File: src/logic/cctm_pkg.sv
// Purpose: constants and types for the cc threshold match block
// Assumes: ahb-lite slave, 32-bit data, one word per register
// Notes:   thresholds and masks are bit positions in 8-bit vectors
package cctm_pkg;
    // =========================================================
    // sizes
    localparam int NUM_THR = 8;
    localparam int NUM_PIN = 2;
    localparam int ADDR_W  = 8;
    localparam int DEB_W   = 16;
    // =========================================================
    // register byte offsets
    localparam logic [7:0] OFS_CTRL     = 8'h00;
    localparam logic [7:0] OFS_DEB      = 8'h04;
    localparam logic [7:0] OFS_MEN     = 8'h08;
    localparam logic [7:0] OFS_DBC     = 8'h10;
    localparam logic [7:0] OFS_MATCH   = 8'h18;
    localparam logic [7:0] OFS_CHG     = 8'h20;
    localparam logic [7:0] OFS_INT_STS  = 8'h28;
    localparam logic [7:0] OFS_INT_MASK = 8'h2c;
    localparam logic [7:0] OFS_RAW      = 8'h30;
    localparam logic [7:0] OFS_ATTACH   = 8'h34;
    localparam logic [7:0] PIN_STRIDE   = 8'h04;
    // =========================================================
    // field positions and reset values
    localparam int CTRL_DEB_EN_BIT = 0;
    localparam int CTRL_ROLE_BIT   = 1;
    localparam int CTRL_ADV_LSB    = 2;
    localparam int INT_VALID_BIT   = 0;
    localparam int INT_PIN1_BIT    = 1;
    localparam int INT_PIN2_BIT    = 2;
    localparam int ATT_PIN_SHIFT   = 4;
    localparam int RAW_PIN_SHIFT   = 8;
    localparam logic [3:0]       CTRL_RESET = 4'h0;
    localparam logic [DEB_W-1:0] DEB_RESET  = 16'h0100;
    // =========================================================
    // advertisement levels (ctrl adv field)
    localparam logic [1:0] ADV_DEFAULT = 2'h0;
    localparam logic [1:0] ADV_MID     = 2'h1;
    localparam logic [1:0] ADV_HIGH    = 2'h2;
    localparam logic [1:0] ADV_VENDOR  = 2'h3;
    // threshold masks per detection purpose
    localparam logic [7:0] SRC_CABLE_LEVEL_DEFAULT = 8'h01;
    localparam logic [7:0] SRC_CABLE_LEVEL_MID     = 8'h02;
    localparam logic [7:0] SRC_CABLE_LEVEL_HIGH    = 8'h08;
    localparam logic [7:0] SRC_SINK_LEVEL_DEFAULT  = 8'h20;
    localparam logic [7:0] SRC_SINK_LEVEL_MID      = 8'h20;
    localparam logic [7:0] SRC_SINK_LEVEL_HIGH     = 8'h40;
    localparam logic [7:0] SNK_SOURCE_LEVEL_DEFAULT = 8'h01;
    localparam logic [7:0] SNK_SOURCE_LEVEL_MID     = 8'h04;
    localparam logic [7:0] SNK_SOURCE_LEVEL_HIGH    = 8'h10;
    localparam logic [7:0] VENDOR_LEVEL_MASK        = 8'h80;
    // =========================================================
    // types
    typedef struct packed {
        logic [NUM_PIN-1:0][NUM_THR-1:0] pin;
    } cctm_cmp_type;

    typedef enum logic [2:0] {
        ATT_NONE     = 3'b000,
        ATT_CABLE    = 3'b001,
        ATT_SINK     = 3'b010,
        ATT_OPEN     = 3'b011,
        ATT_SRC_DEF  = 3'b100,
        ATT_SRC_MID  = 3'b101,
        ATT_SRC_HIGH = 3'b110,
        ATT_SRC_VEND = 3'b111
    } cctm_attach_type;
endpackage : cctm_pkg

File: src/logic/cctm_threshold_match.sv
// Purpose: debounced cc threshold match and change status, ahb-lite registers
// Assumes: comparator outputs are asynchronous levels, one per threshold per pin
// Notes:   zero wait state slave; irq high while an unmasked status bit is set
//
// Behaviour
// - each pin has eight thresholds, each owning one bit of match, change, enable and clear masks.
// - threshold 7 only reports the vendor high-voltage advertisement.
// - in sink role the source current level is decoded from the match bits.
// - source role cable detection uses thresholds 0, 1 and 3 for default, mid and high.
// - source role sink detection uses threshold 5 for default and mid and 6 for high.
// - sink role source detection uses thresholds 0, 2 and 4 for default, mid and high.
// - source role with only a powered cable reads an all-zero match vector.
// - source role with a sink attached matches only the cable threshold of the level.
// - source role open line matches cable and sink thresholds, vendor mode only threshold 7.
// - sink role matches 0, then 0 and 2, then 0, 2 and 4, plus 7 for a vendor source.
// - a powered cable without a sink shows no match and no change bit.
// - with thresholds 3 and 6 enabled a high sink sets only bit 3 after the debounce time.
// - with mask 0x15 a high source sets match and change bits 0, 2 and 4.
// - first debounce of both pins raises match valid, later changes raise the pin event, and irq when that pin's mask bit is set.
`timescale 1ns/10ps
module cctm_threshold_match (
    input  wire logic                  hclk,
    input  wire logic                  hresetn,
    input  wire logic                  hsel,
    input  wire logic [31:0]           haddr,
    input  wire logic [1:0]            htrans,
    input  wire logic                  hwrite,
    input  wire logic [2:0]            hsize,
    input  wire logic [31:0]           hwdata,
    input  wire logic                  hready,
    output logic                       hreadyout,
    output logic [31:0]                hrdata,
    output logic                       hresp,
    input  wire cctm_pkg::cctm_cmp_type cmp_in,
    output logic                       irq,
    output logic                       match_valid_event,
    output logic                       pin1_change_event,
    output logic                       pin2_change_event
);
    localparam int NP = cctm_pkg::NUM_PIN;
    localparam int NT = cctm_pkg::NUM_THR;

    // =========================================================
    // state
    cctm_pkg::cctm_cmp_type          sync1_ff, sync2_ff;
    logic [3:0]                      ctrl_ff, nxt_ctrl;
    logic [cctm_pkg::DEB_W-1:0]      deb_ff, nxt_deb;
    logic [NP-1:0][NT-1:0]           cc_match_enable_mask_ff, nxt_men;
    logic [NP-1:0][NT-1:0]           cc_debounce_clear_mask_ff, nxt_dbc;
    logic [NP-1:0][NT-1:0]           cc_match_vector_ff, nxt_match;
    logic [NP-1:0][NT-1:0]           cc_change_status_vector_ff, nxt_chg;
    logic [NP-1:0][NT-1:0]           prev_ff, nxt_prev;
    logic [NP-1:0][cctm_pkg::DEB_W-1:0] cnt_ff, nxt_cnt;
    logic [NP-1:0]                   done_ff, nxt_done;
    logic [NP-1:0]                   pin_evt;
    logic [NP-1:0][NT-1:0]           chg_clr;
    cctm_pkg::cctm_attach_type [NP-1:0] att_ff, nxt_att;
    logic [2:0]                      int_sts_ff, nxt_int_sts;
    logic [2:0]                      int_mask_ff, nxt_int_mask;
    logic                            valid_seen_ff, nxt_valid_seen;
    logic                            wr_ff, nxt_wr;
    logic [cctm_pkg::ADDR_W-1:0]     waddr_ff, nxt_waddr;
    logic [31:0]                     hrdata_ff, nxt_hrdata;
    logic                            irq_ff, nxt_irq;
    logic                            valid_evt_ff, nxt_valid_evt;
    logic [NP-1:0]                   pin_evt_ff;
    logic                            deb_en, role_sink;
    logic [1:0]                      adv;

    assign deb_en    = ctrl_ff[cctm_pkg::CTRL_DEB_EN_BIT];
    assign role_sink = ctrl_ff[cctm_pkg::CTRL_ROLE_BIT];
    assign adv       = ctrl_ff[cctm_pkg::CTRL_ADV_LSB +: 2];

    // =========================================================
    // comparator synchroniser
    always_ff @(posedge hclk or negedge hresetn) begin
        if (!hresetn) begin
            sync1_ff <= '0;
            sync2_ff <= '0;
        end else begin
            sync1_ff <= cmp_in;
            sync2_ff <= sync1_ff;
        end
    end

    // =========================================================
    // per-pin debounce, match and change status
    for (genvar p = 0; p < NP; p++) begin : g_pin
        logic [NT-1:0] sample;
        logic [NT-1:0] cab_m, snk_m, snk_lvl;
        logic          load;

        always_comb begin
            sample       = sync2_ff.pin[p] & cc_match_enable_mask_ff[p];
            load         = 1'b0;
            nxt_prev[p]  = sample;
            nxt_cnt[p]   = cnt_ff[p];
            nxt_done[p]  = done_ff[p];
            nxt_match[p] = cc_match_vector_ff[p];
            if (!deb_en) begin
                nxt_cnt[p]  = '0;
                nxt_done[p] = 1'b0;
            end else if (|((sample ^ prev_ff[p]) & cc_debounce_clear_mask_ff[p])) begin
                nxt_cnt[p] = '0;
            end else if (sample != cc_match_vector_ff[p] || !done_ff[p]) begin
                if (cnt_ff[p] >= deb_ff) begin
                    load         = 1'b1;
                    nxt_match[p] = sample;
                    nxt_cnt[p]   = '0;
                    nxt_done[p]  = 1'b1;
                end else begin
                    nxt_cnt[p] = cnt_ff[p] + 1'b1;
                end
            end else begin
                nxt_cnt[p] = '0;
            end
            pin_evt[p] = load & done_ff[p] & (sample != cc_match_vector_ff[p]);
            // set wins over a same-cycle software clear
            nxt_chg[p] = (cc_change_status_vector_ff[p] & ~chg_clr[p])
                       | (load ? (sample ^ cc_match_vector_ff[p]) : '0);
        end

        // attach decode of the debounced match vector
        always_comb begin
            case (adv)
                cctm_pkg::ADV_DEFAULT: begin
                    cab_m = cctm_pkg::SRC_CABLE_LEVEL_DEFAULT;
                    snk_m = cctm_pkg::SRC_SINK_LEVEL_DEFAULT;
                end
                cctm_pkg::ADV_MID: begin
                    cab_m = cctm_pkg::SRC_CABLE_LEVEL_MID;
                    snk_m = cctm_pkg::SRC_SINK_LEVEL_MID;
                end
                cctm_pkg::ADV_HIGH: begin
                    cab_m = cctm_pkg::SRC_CABLE_LEVEL_HIGH;
                    snk_m = cctm_pkg::SRC_SINK_LEVEL_HIGH;
                end
                default: begin
                    cab_m = '0;
                    snk_m = '0;
                end
            endcase
            snk_lvl = cc_match_vector_ff[p];
            if (!done_ff[p]) begin
                nxt_att[p] = cctm_pkg::ATT_NONE;
            end else if (role_sink) begin
                if (|(snk_lvl & cctm_pkg::VENDOR_LEVEL_MASK)) begin
                    nxt_att[p] = cctm_pkg::ATT_SRC_VEND;
                end else if (|(snk_lvl & cctm_pkg::SNK_SOURCE_LEVEL_HIGH)) begin
                    nxt_att[p] = cctm_pkg::ATT_SRC_HIGH;
                end else if (|(snk_lvl & cctm_pkg::SNK_SOURCE_LEVEL_MID)) begin
                    nxt_att[p] = cctm_pkg::ATT_SRC_MID;
                end else if (|(snk_lvl & cctm_pkg::SNK_SOURCE_LEVEL_DEFAULT)) begin
                    nxt_att[p] = cctm_pkg::ATT_SRC_DEF;
                end else begin
                    nxt_att[p] = cctm_pkg::ATT_NONE;
                end
            end else if (adv == cctm_pkg::ADV_VENDOR) begin
                nxt_att[p] = (snk_lvl == cctm_pkg::VENDOR_LEVEL_MASK) ? cctm_pkg::ATT_OPEN
                                                                     : cctm_pkg::ATT_NONE;
            end else if (snk_lvl == '0) begin
                nxt_att[p] = cctm_pkg::ATT_CABLE;
            end else if (snk_lvl == (cab_m | snk_m)) begin
                nxt_att[p] = cctm_pkg::ATT_OPEN;
            end else if (snk_lvl == cab_m) begin
                nxt_att[p] = cctm_pkg::ATT_SINK;
            end else begin
                nxt_att[p] = cctm_pkg::ATT_NONE;
            end
        end

        always_ff @(posedge hclk or negedge hresetn) begin
            if (!hresetn) begin
                prev_ff[p]                    <= '0;
                cnt_ff[p]                     <= '0;
                done_ff[p]                    <= 1'b0;
                cc_match_vector_ff[p]         <= '0;
                cc_change_status_vector_ff[p] <= '0;
                att_ff[p]                     <= cctm_pkg::ATT_NONE;
                pin_evt_ff[p]                 <= 1'b0;
            end else begin
                prev_ff[p]                    <= nxt_prev[p];
                cnt_ff[p]                     <= nxt_cnt[p];
                done_ff[p]                    <= nxt_done[p];
                cc_match_vector_ff[p]         <= nxt_match[p];
                cc_change_status_vector_ff[p] <= nxt_chg[p];
                att_ff[p]                     <= nxt_att[p];
                pin_evt_ff[p]                 <= pin_evt[p];
            end
        end

        a_mask_blocks_set: assert property (@(posedge hclk) disable iff (!hresetn)
            ((cc_match_vector_ff[p] & ~$past(cc_match_vector_ff[p]) & ~$past(cc_match_enable_mask_ff[p]))
             == '0))
            else $error("match bit set for a disabled threshold");
        a_change_follows_match: assert property (@(posedge hclk) disable iff (!hresetn)
            (cc_match_vector_ff[p] != $past(cc_match_vector_ff[p])) |->
            ((cc_change_status_vector_ff[p] & (cc_match_vector_ff[p] ^ $past(cc_match_vector_ff[p])))
             == (cc_match_vector_ff[p] ^ $past(cc_match_vector_ff[p]))))
            else $error("change bit missing for a match change");
        a_change_stays_set: assert property (@(posedge hclk) disable iff (!hresetn)
            ((($past(cc_change_status_vector_ff[p]) & ~$past(chg_clr[p]))
              & ~cc_change_status_vector_ff[p]) == '0))
            else $error("change bit dropped without a clear");
        a_debounce_wait: assert property (@(posedge hclk) disable iff (!hresetn)
            (cc_match_vector_ff[p] != $past(cc_match_vector_ff[p])) |->
            ($past(cnt_ff[p]) >= $past(deb_ff)))
            else $error("match updated before the debounce time");
        a_sink_high_level: assert property (@(posedge hclk) disable iff (!hresetn)
            (done_ff[p] && role_sink && cc_match_vector_ff[p] == 8'h15) |=>
            (att_ff[p] == cctm_pkg::ATT_SRC_HIGH))
            else $error("high source not decoded in sink role");
        a_src_sink_seen: assert property (@(posedge hclk) disable iff (!hresetn)
            (done_ff[p] && !role_sink && adv == cctm_pkg::ADV_HIGH && cc_match_vector_ff[p] == 8'h08)
            ##1 (!role_sink && adv == cctm_pkg::ADV_HIGH) |-> (att_ff[p] == cctm_pkg::ATT_SINK))
            else $error("sink attach not decoded in source role");
        a_src_open_seen: assert property (@(posedge hclk) disable iff (!hresetn)
            (done_ff[p] && !role_sink && adv == cctm_pkg::ADV_MID && cc_match_vector_ff[p] == 8'h22)
            |=> (att_ff[p] == cctm_pkg::ATT_OPEN))
            else $error("open line not decoded in source role");
    end

    // =========================================================
    // match valid event at first debounce of both pins
    always_comb begin
        nxt_valid_seen = valid_seen_ff;
        nxt_valid_evt  = 1'b0;
        if (!deb_en) begin
            nxt_valid_seen = 1'b0;
        end else if (&done_ff && !valid_seen_ff) begin
            nxt_valid_seen = 1'b1;
            nxt_valid_evt  = 1'b1;
        end
    end

    // =========================================================
    // ahb-lite slave: write address captured, data applied next cycle
    always_comb begin
        logic                        take;
        logic [cctm_pkg::ADDR_W-1:0] a;
        logic                        wdp;
        take         = hsel & hready & htrans[1];
        a            = haddr[cctm_pkg::ADDR_W-1:0];
        wdp          = wr_ff;
        nxt_wr       = take & hwrite;
        nxt_waddr    = take ? a : waddr_ff;
        nxt_ctrl     = ctrl_ff;
        nxt_deb      = deb_ff;
        nxt_men      = cc_match_enable_mask_ff;
        nxt_dbc      = cc_debounce_clear_mask_ff;
        nxt_int_mask = int_mask_ff;
        chg_clr      = '0;
        nxt_int_sts  = int_sts_ff;
        if (wdp) begin
            case (waddr_ff)
                cctm_pkg::OFS_CTRL:     nxt_ctrl     = hwdata[3:0];
                cctm_pkg::OFS_DEB:      nxt_deb      = hwdata[cctm_pkg::DEB_W-1:0];
                cctm_pkg::OFS_MEN:      nxt_men[0]   = hwdata[7:0];
                cctm_pkg::OFS_MEN + cctm_pkg::PIN_STRIDE: nxt_men[1] = hwdata[7:0];
                cctm_pkg::OFS_DBC:      nxt_dbc[0]   = hwdata[7:0];
                cctm_pkg::OFS_DBC + cctm_pkg::PIN_STRIDE: nxt_dbc[1] = hwdata[7:0];
                cctm_pkg::OFS_CHG:      chg_clr[0]   = hwdata[7:0];
                cctm_pkg::OFS_CHG + cctm_pkg::PIN_STRIDE: chg_clr[1] = hwdata[7:0];
                cctm_pkg::OFS_INT_STS:  nxt_int_sts  = int_sts_ff & ~hwdata[2:0];
                cctm_pkg::OFS_INT_MASK: nxt_int_mask = hwdata[2:0];
                default: ;
            endcase
        end
        // hardware set wins over the write-one clear
        nxt_int_sts[cctm_pkg::INT_VALID_BIT] = nxt_int_sts[cctm_pkg::INT_VALID_BIT] | nxt_valid_evt;
        nxt_int_sts[cctm_pkg::INT_PIN1_BIT]  = nxt_int_sts[cctm_pkg::INT_PIN1_BIT] | pin_evt[0];
        nxt_int_sts[cctm_pkg::INT_PIN2_BIT]  = nxt_int_sts[cctm_pkg::INT_PIN2_BIT] | pin_evt[1];
        nxt_irq = |(int_sts_ff & int_mask_ff);
        nxt_hrdata = '0;
        if (take && !hwrite && haddr[31:cctm_pkg::ADDR_W] == '0) begin
            case (a)
                cctm_pkg::OFS_CTRL:     nxt_hrdata = {28'h0000000, ctrl_ff};
                cctm_pkg::OFS_DEB:      nxt_hrdata = {16'h0000, deb_ff};
                cctm_pkg::OFS_MEN:      nxt_hrdata = {24'h000000, cc_match_enable_mask_ff[0]};
                cctm_pkg::OFS_MEN + cctm_pkg::PIN_STRIDE:
                                        nxt_hrdata = {24'h000000, cc_match_enable_mask_ff[1]};
                cctm_pkg::OFS_DBC:      nxt_hrdata = {24'h000000, cc_debounce_clear_mask_ff[0]};
                cctm_pkg::OFS_DBC + cctm_pkg::PIN_STRIDE:
                                        nxt_hrdata = {24'h000000, cc_debounce_clear_mask_ff[1]};
                cctm_pkg::OFS_MATCH:    nxt_hrdata = {24'h000000, cc_match_vector_ff[0]};
                cctm_pkg::OFS_MATCH + cctm_pkg::PIN_STRIDE:
                                        nxt_hrdata = {24'h000000, cc_match_vector_ff[1]};
                cctm_pkg::OFS_CHG:      nxt_hrdata = {24'h000000, cc_change_status_vector_ff[0]};
                cctm_pkg::OFS_CHG + cctm_pkg::PIN_STRIDE:
                                        nxt_hrdata = {24'h000000, cc_change_status_vector_ff[1]};
                cctm_pkg::OFS_INT_STS:  nxt_hrdata = {29'h00000000, int_sts_ff};
                cctm_pkg::OFS_INT_MASK: nxt_hrdata = {29'h00000000, int_mask_ff};
                cctm_pkg::OFS_RAW:      nxt_hrdata = {16'h0000, sync2_ff.pin[1], sync2_ff.pin[0]};
                cctm_pkg::OFS_ATTACH:   nxt_hrdata = {25'h0000000, att_ff[1], 1'b0, att_ff[0]};
                default:                nxt_hrdata = '0;
            endcase
        end
    end

    always_ff @(posedge hclk or negedge hresetn) begin
        if (!hresetn) begin
            ctrl_ff                   <= cctm_pkg::CTRL_RESET;
            deb_ff                    <= cctm_pkg::DEB_RESET;
            cc_match_enable_mask_ff   <= '0;
            cc_debounce_clear_mask_ff <= '0;
            int_sts_ff                <= '0;
            int_mask_ff               <= '0;
            valid_seen_ff             <= 1'b0;
            valid_evt_ff              <= 1'b0;
            wr_ff                     <= 1'b0;
            waddr_ff                  <= '0;
            hrdata_ff                 <= '0;
            irq_ff                    <= 1'b0;
        end else begin
            ctrl_ff                   <= nxt_ctrl;
            deb_ff                    <= nxt_deb;
            cc_match_enable_mask_ff   <= nxt_men;
            cc_debounce_clear_mask_ff <= nxt_dbc;
            int_sts_ff                <= nxt_int_sts;
            int_mask_ff               <= nxt_int_mask;
            valid_seen_ff             <= nxt_valid_seen;
            valid_evt_ff              <= nxt_valid_evt;
            wr_ff                     <= nxt_wr;
            waddr_ff                  <= nxt_waddr;
            hrdata_ff                 <= nxt_hrdata;
            irq_ff                    <= nxt_irq;
        end
    end

    // zero wait states and always okay
    assign hreadyout         = 1'b1;
    assign hresp             = 1'b0;
    assign hrdata            = hrdata_ff;
    assign irq               = irq_ff;
    assign match_valid_event = valid_evt_ff;
    assign pin1_change_event = pin_evt_ff[0];
    assign pin2_change_event = pin_evt_ff[1];

    a_valid_once: assert property (@(posedge hclk) disable iff (!hresetn)
        $rose(&done_ff) && deb_en && $past(deb_en) |-> ##1 valid_evt_ff ##1 !valid_evt_ff)
        else $error("match valid event not a single pulse at first debounce");
    a_irq_tracks: assert property (@(posedge hclk) disable iff (!hresetn)
        (pin_evt[0] && int_mask_ff[cctm_pkg::INT_PIN1_BIT] && $stable(int_mask_ff)) |-> ##2 irq)
        else $error("pin change did not raise irq");
endmodule : cctm_threshold_match

File: config.mk
export PLATFORM = sky130hd
export DESIGN_NAME = cctm_threshold_match
export DESIGN_NICKNAME = d
export VERILOG_FILES = /design/src/logic/cctm_pkg.sv /design/src/logic/cctm_threshold_match.sv
export SDC_FILE = /design/constraint.sdc
export NUM_CORES = 1
export LEC_CHECK = 0
export BUFFER_PORTS_ARGS = -buffer_cell sky130_fd_sc_hd__buf_2
export CAP_MARGIN = 20
export CORE_MARGIN = 2
export CORE_UTILIZATION = 53
export DETAILED_ROUTE_END_ITERATION = 8
export PLACE_DENSITY = 0.8
export REMOVE_ABC_BUFFERS = 1
export SETUP_SLACK_MARGIN = 0.02
export SKIP_LAST_GASP = 1
export SYNTH_ARGS = -nofsm -noshare
export SYNTH_HDL_FRONTEND = slang
export SYNTH_SLANG_ARGS = --single-unit
File: constraint.sdc
create_clock -name hclk -period 2.37 [get_ports hclk]
set_input_delay 0.474 -clock hclk [delete_from_list [all_inputs] [get_ports hclk]]
set_output_delay 0.474 -clock hclk [all_outputs]
set_load 0.02 [all_outputs]
==> summary.txt <==
leading area contributor after synthesis: dfrtp_1
Cell Rows: 50
DRT Wirelength: 30100 µm
Detailed Routing Iterations Pass 1: 6
setup violators final: 10
all-layer global routing usage: 0.292
fin area: 0.0126 mm²
top cells by area, synth: dfrtp_1, mux2_2, ha_1, nand2_1, xor2_1
Comb power frac: 0.078
number of global-route vias before repair: 8182
Syn Inst Count: 946
wire length of the first global-routing pass: 45400 µm
MaxCap Viol Count: 0
Placed Cells incl. Taps: 1327
n_diodes: 0
pin count of the biggest net entering global routing: 60
failing checks: negative setup slack
Post-Layout Cell Count: 1378
drt initial violations: 1010
Post-synth top flop: dfrtp_1
fin util: 0.667
Starting Density: 0.545
share of cells above drive strength 1: 0.310
register area share after synthesis: 0.507
setup TNS: -0.167 ns
Die ar.: 0.0205 mm²
share of flip-flops with an asynchronous set or reset: 1.00
Synthesis Warnings: 0
DR vias: 8427
number of synthesized flops with an enable pin: 0
core box area: 0.0188 mm²
Least-Margin Pin Slew: 0.543 ns
Final Max Tran Viols: 0
Max Fclk: 417 MHz
Leak: 5.85 nW
Sink Count: 208
Clock Latency Late Sink: 0.52 ns
# fillers: 1378
die width: 143 µm
outcome: finished, violations left
Final Cycle Share: 1.01
initial antenna violation count: 0
Final Hold Vio Count: 0
crit path kind: register to register
TritonCTS Buffers: 23
Synth top area share: 0.505
CTS clk-pin slew, worst paths: 0.06 ns
CP startpoint: deb_ff[14]
clk buf depth: 3
crit path capture type: register
Worst slew margin: 0.638
RSZ-0062 raised after global routing: yes
power share of the clock group: 0.472
Worst Hold Launch: cmp_in[4]
startpoint types: register
cell area after synthesis: 0.0103 mm²
Crit Path Max Fanout: 6
area of the multi-input gates: 0.00486 mm²
Worst Skew: 0.0119 ns
Crit path arrival time: 2.80 ns
TritonCTS clock tree: yes
boundary pin count: 128
Netlist cell types: 67
# nets final: 1226
GPL Wtd Cong: 1.01
setup ws final: -0.0299 ns
Sw Ratio: 0.233
drt drc: 0
worst hold-check path type: primary input to register
Detailed Place HPWL: 20800 µm
min Tclk post-route: 2.40 ns
Int Pwr: 0.00649 W
R2R Path Start: deb_ff[14]
Post-DRT Antenna Nets: 0
H-tree lvl count: 1
top post-synthesis cells by count: dfrtp_1, nand2_1, mux2_2
Req. time, crit path: 2.77 ns
remaining global-route overflow: 0
Pwr Density: 674 mW/mm²
routed length per placed instance: 21.9 µm
most common cell in the synthesized netlist: dfrtp_1
Area Overhead vs Synth: 22.3%
Root Driver: clkbuf_16
net switching power: 0.00197 W
sequential cell area: 0.00521 mm²
Avg Synthesized Cell Area: 10.9 µm²
die boundary height: 143 µm
worst slack at placement: -0.0553 ns
Port Buffers: 89
Area after DPL: 0.0114 mm²
synthesis-stage register bit count: 208
vias per cell: 6.12
Seq pwr share: 0.450
Worst VDD drop: 0.625 mV
==> per-layer routing <==
layer,vias up,global-route usage,share of wire
li1,3698,-,-
met2,534,0.446,0.45
met5,-,0,0
met4,0,0.104,0.043
met3,111,0.0570,0.10
met1,4084,0.418,0.40
==> power by group through the flow <==
stage / clock, W / sequential [W] / combinational, W
after global routing: 0.00416 / 0.00382 / 0.000716
after floorplan: 0 / 0.00382 / 0.000282
after detailed placement: 0 / 0.00386 / 0.000597
final: 0.00399 / 0.00381 / 0.000659
after global placement: 0 / 0.00386 / 0.000578
after CTS: 0.00404 / 0.00380 / 0.000616
==> registers in the layout, summed over array words and instances, names as in the netlist, 3 cells and up <==
signal,cells
g_pin.snk_lvl,16
cc_change_status_vector_ff,16
waddr_ff,8
att_ff,6
prev_ff,16
hrdata,16
cnt_ff,32
deb_ff,16
int_mask_ff,3
cc_debounce_clear_mask_ff,16
cc_match_enable_mask_ff,16
int_sts_ff,3
ctrl_ff,4
sync2_ff,16
sync1_ff,16
==> layout by cell type (no fill, tap or decap), types with 7 or more instances in the layout <==
cell       instances
a21boi_0           8
a21oi_1           26
a222oi_1           7
a22o_1            13
a22oi_1           28
a31oi_1            7
and2_1            15
and3_1            13
and3b_1            9
buf_2             88
buf_4             71
clkbuf_16         23
conb_1            18
dfrtp_1          206
ha_1              27
inv_1             24
inv_2              9
mux2_2            66
nand2_1           81
nand2b_1          10
nand3_1           23
nand4_1           16
nor2_1            55
nor2_2             8
nor2_4             8
nor3_1             7
nor4_1            15
o21ai_0           33
o41ai_1            9
xnor2_1           17
xor2_1            34
==> per-stage QoR <==
step           power (W)  hold WS, ns
2_1_floorplan    0.00410        0.178
3_3_place_gp     0.00443        0.332
3_5_place_dp     0.00446        0.335
4_1_cts          0.00845       0.0458
5_1_grt          0.00870       0.0519
6_report         0.00846       0.0577
==> area by class of cell <==
| type | count | share of cell area |
|---|---|---|
| Clock inverter | 12 | 0.0167 |
| Timing Repair Buffer | 173 | 0.0947 |
| Clock buffer | 29 | 0.0508 |
| Multi-Input combinational cell | 663 | 0.387 |
| Sequential cell | 208 | 0.415 |
| Tap cell | 260 | 0.0259 |
| Inverter | 33 | 0.00987 |
==> worst max-delay path, stage by stage (launching register included) <==
cell,delay (ns)
dfrtp_1,0.34
inv_1,0.11
ha_1,0.34
nand4_1,0.23
nor3_1,0.33
a211oi_2,0.07
buf_4,0.17
nor3_4,0.18
buf_6,0.18
mux2_2,0.34
==> path summary, 6_finish.rpt <==
path                                        to  slack [ns]  depth (start not counted)
max                        g_pin[0].snk_lvl[6]       -0.03                          9
min                                sync1_ff[4]        0.06                          1
max reg2reg                g_pin[0].snk_lvl[6]       -0.03                          9
min reg2reg                       sync2_ff[14]        0.35                          0
max in group asynchronous            deb_ff[6]        1.18                          3
min in group asynchronous  g_pin[0].snk_lvl[4]        0.50                          2
==> kinds of logic after synthesis <==
logic type | Yosys count | synth area share
other | 2 | 0.000731
and+or+nand+nor | 302 | 0.157
xor gates and xnor gates | 51 | 0.0435
buffers and inverters | 91 | 0.0457
muxes | 70 | 0.0763
AOI/OAI and AO/OA | 188 | 0.128
adders and majority gates | 34 | 0.0414
DFF | 208 | 0.507
==> repair_timing <==
| item | in CTS | in global routing |
|---|---|---|
| pin swaps | 4 | 4 |
| endpoints found under the setup margin | 53 | 58 |
| hold buffers | 1 | 0 |
| endpoints found under the hold margin | 53 | 0 |
| cloned | 2 | 1 |
| setup buffers | 3 | 3 |
| gates resized for setup | 19 | 39 |
Note: power is estimated with default switching activity, not from simulation.
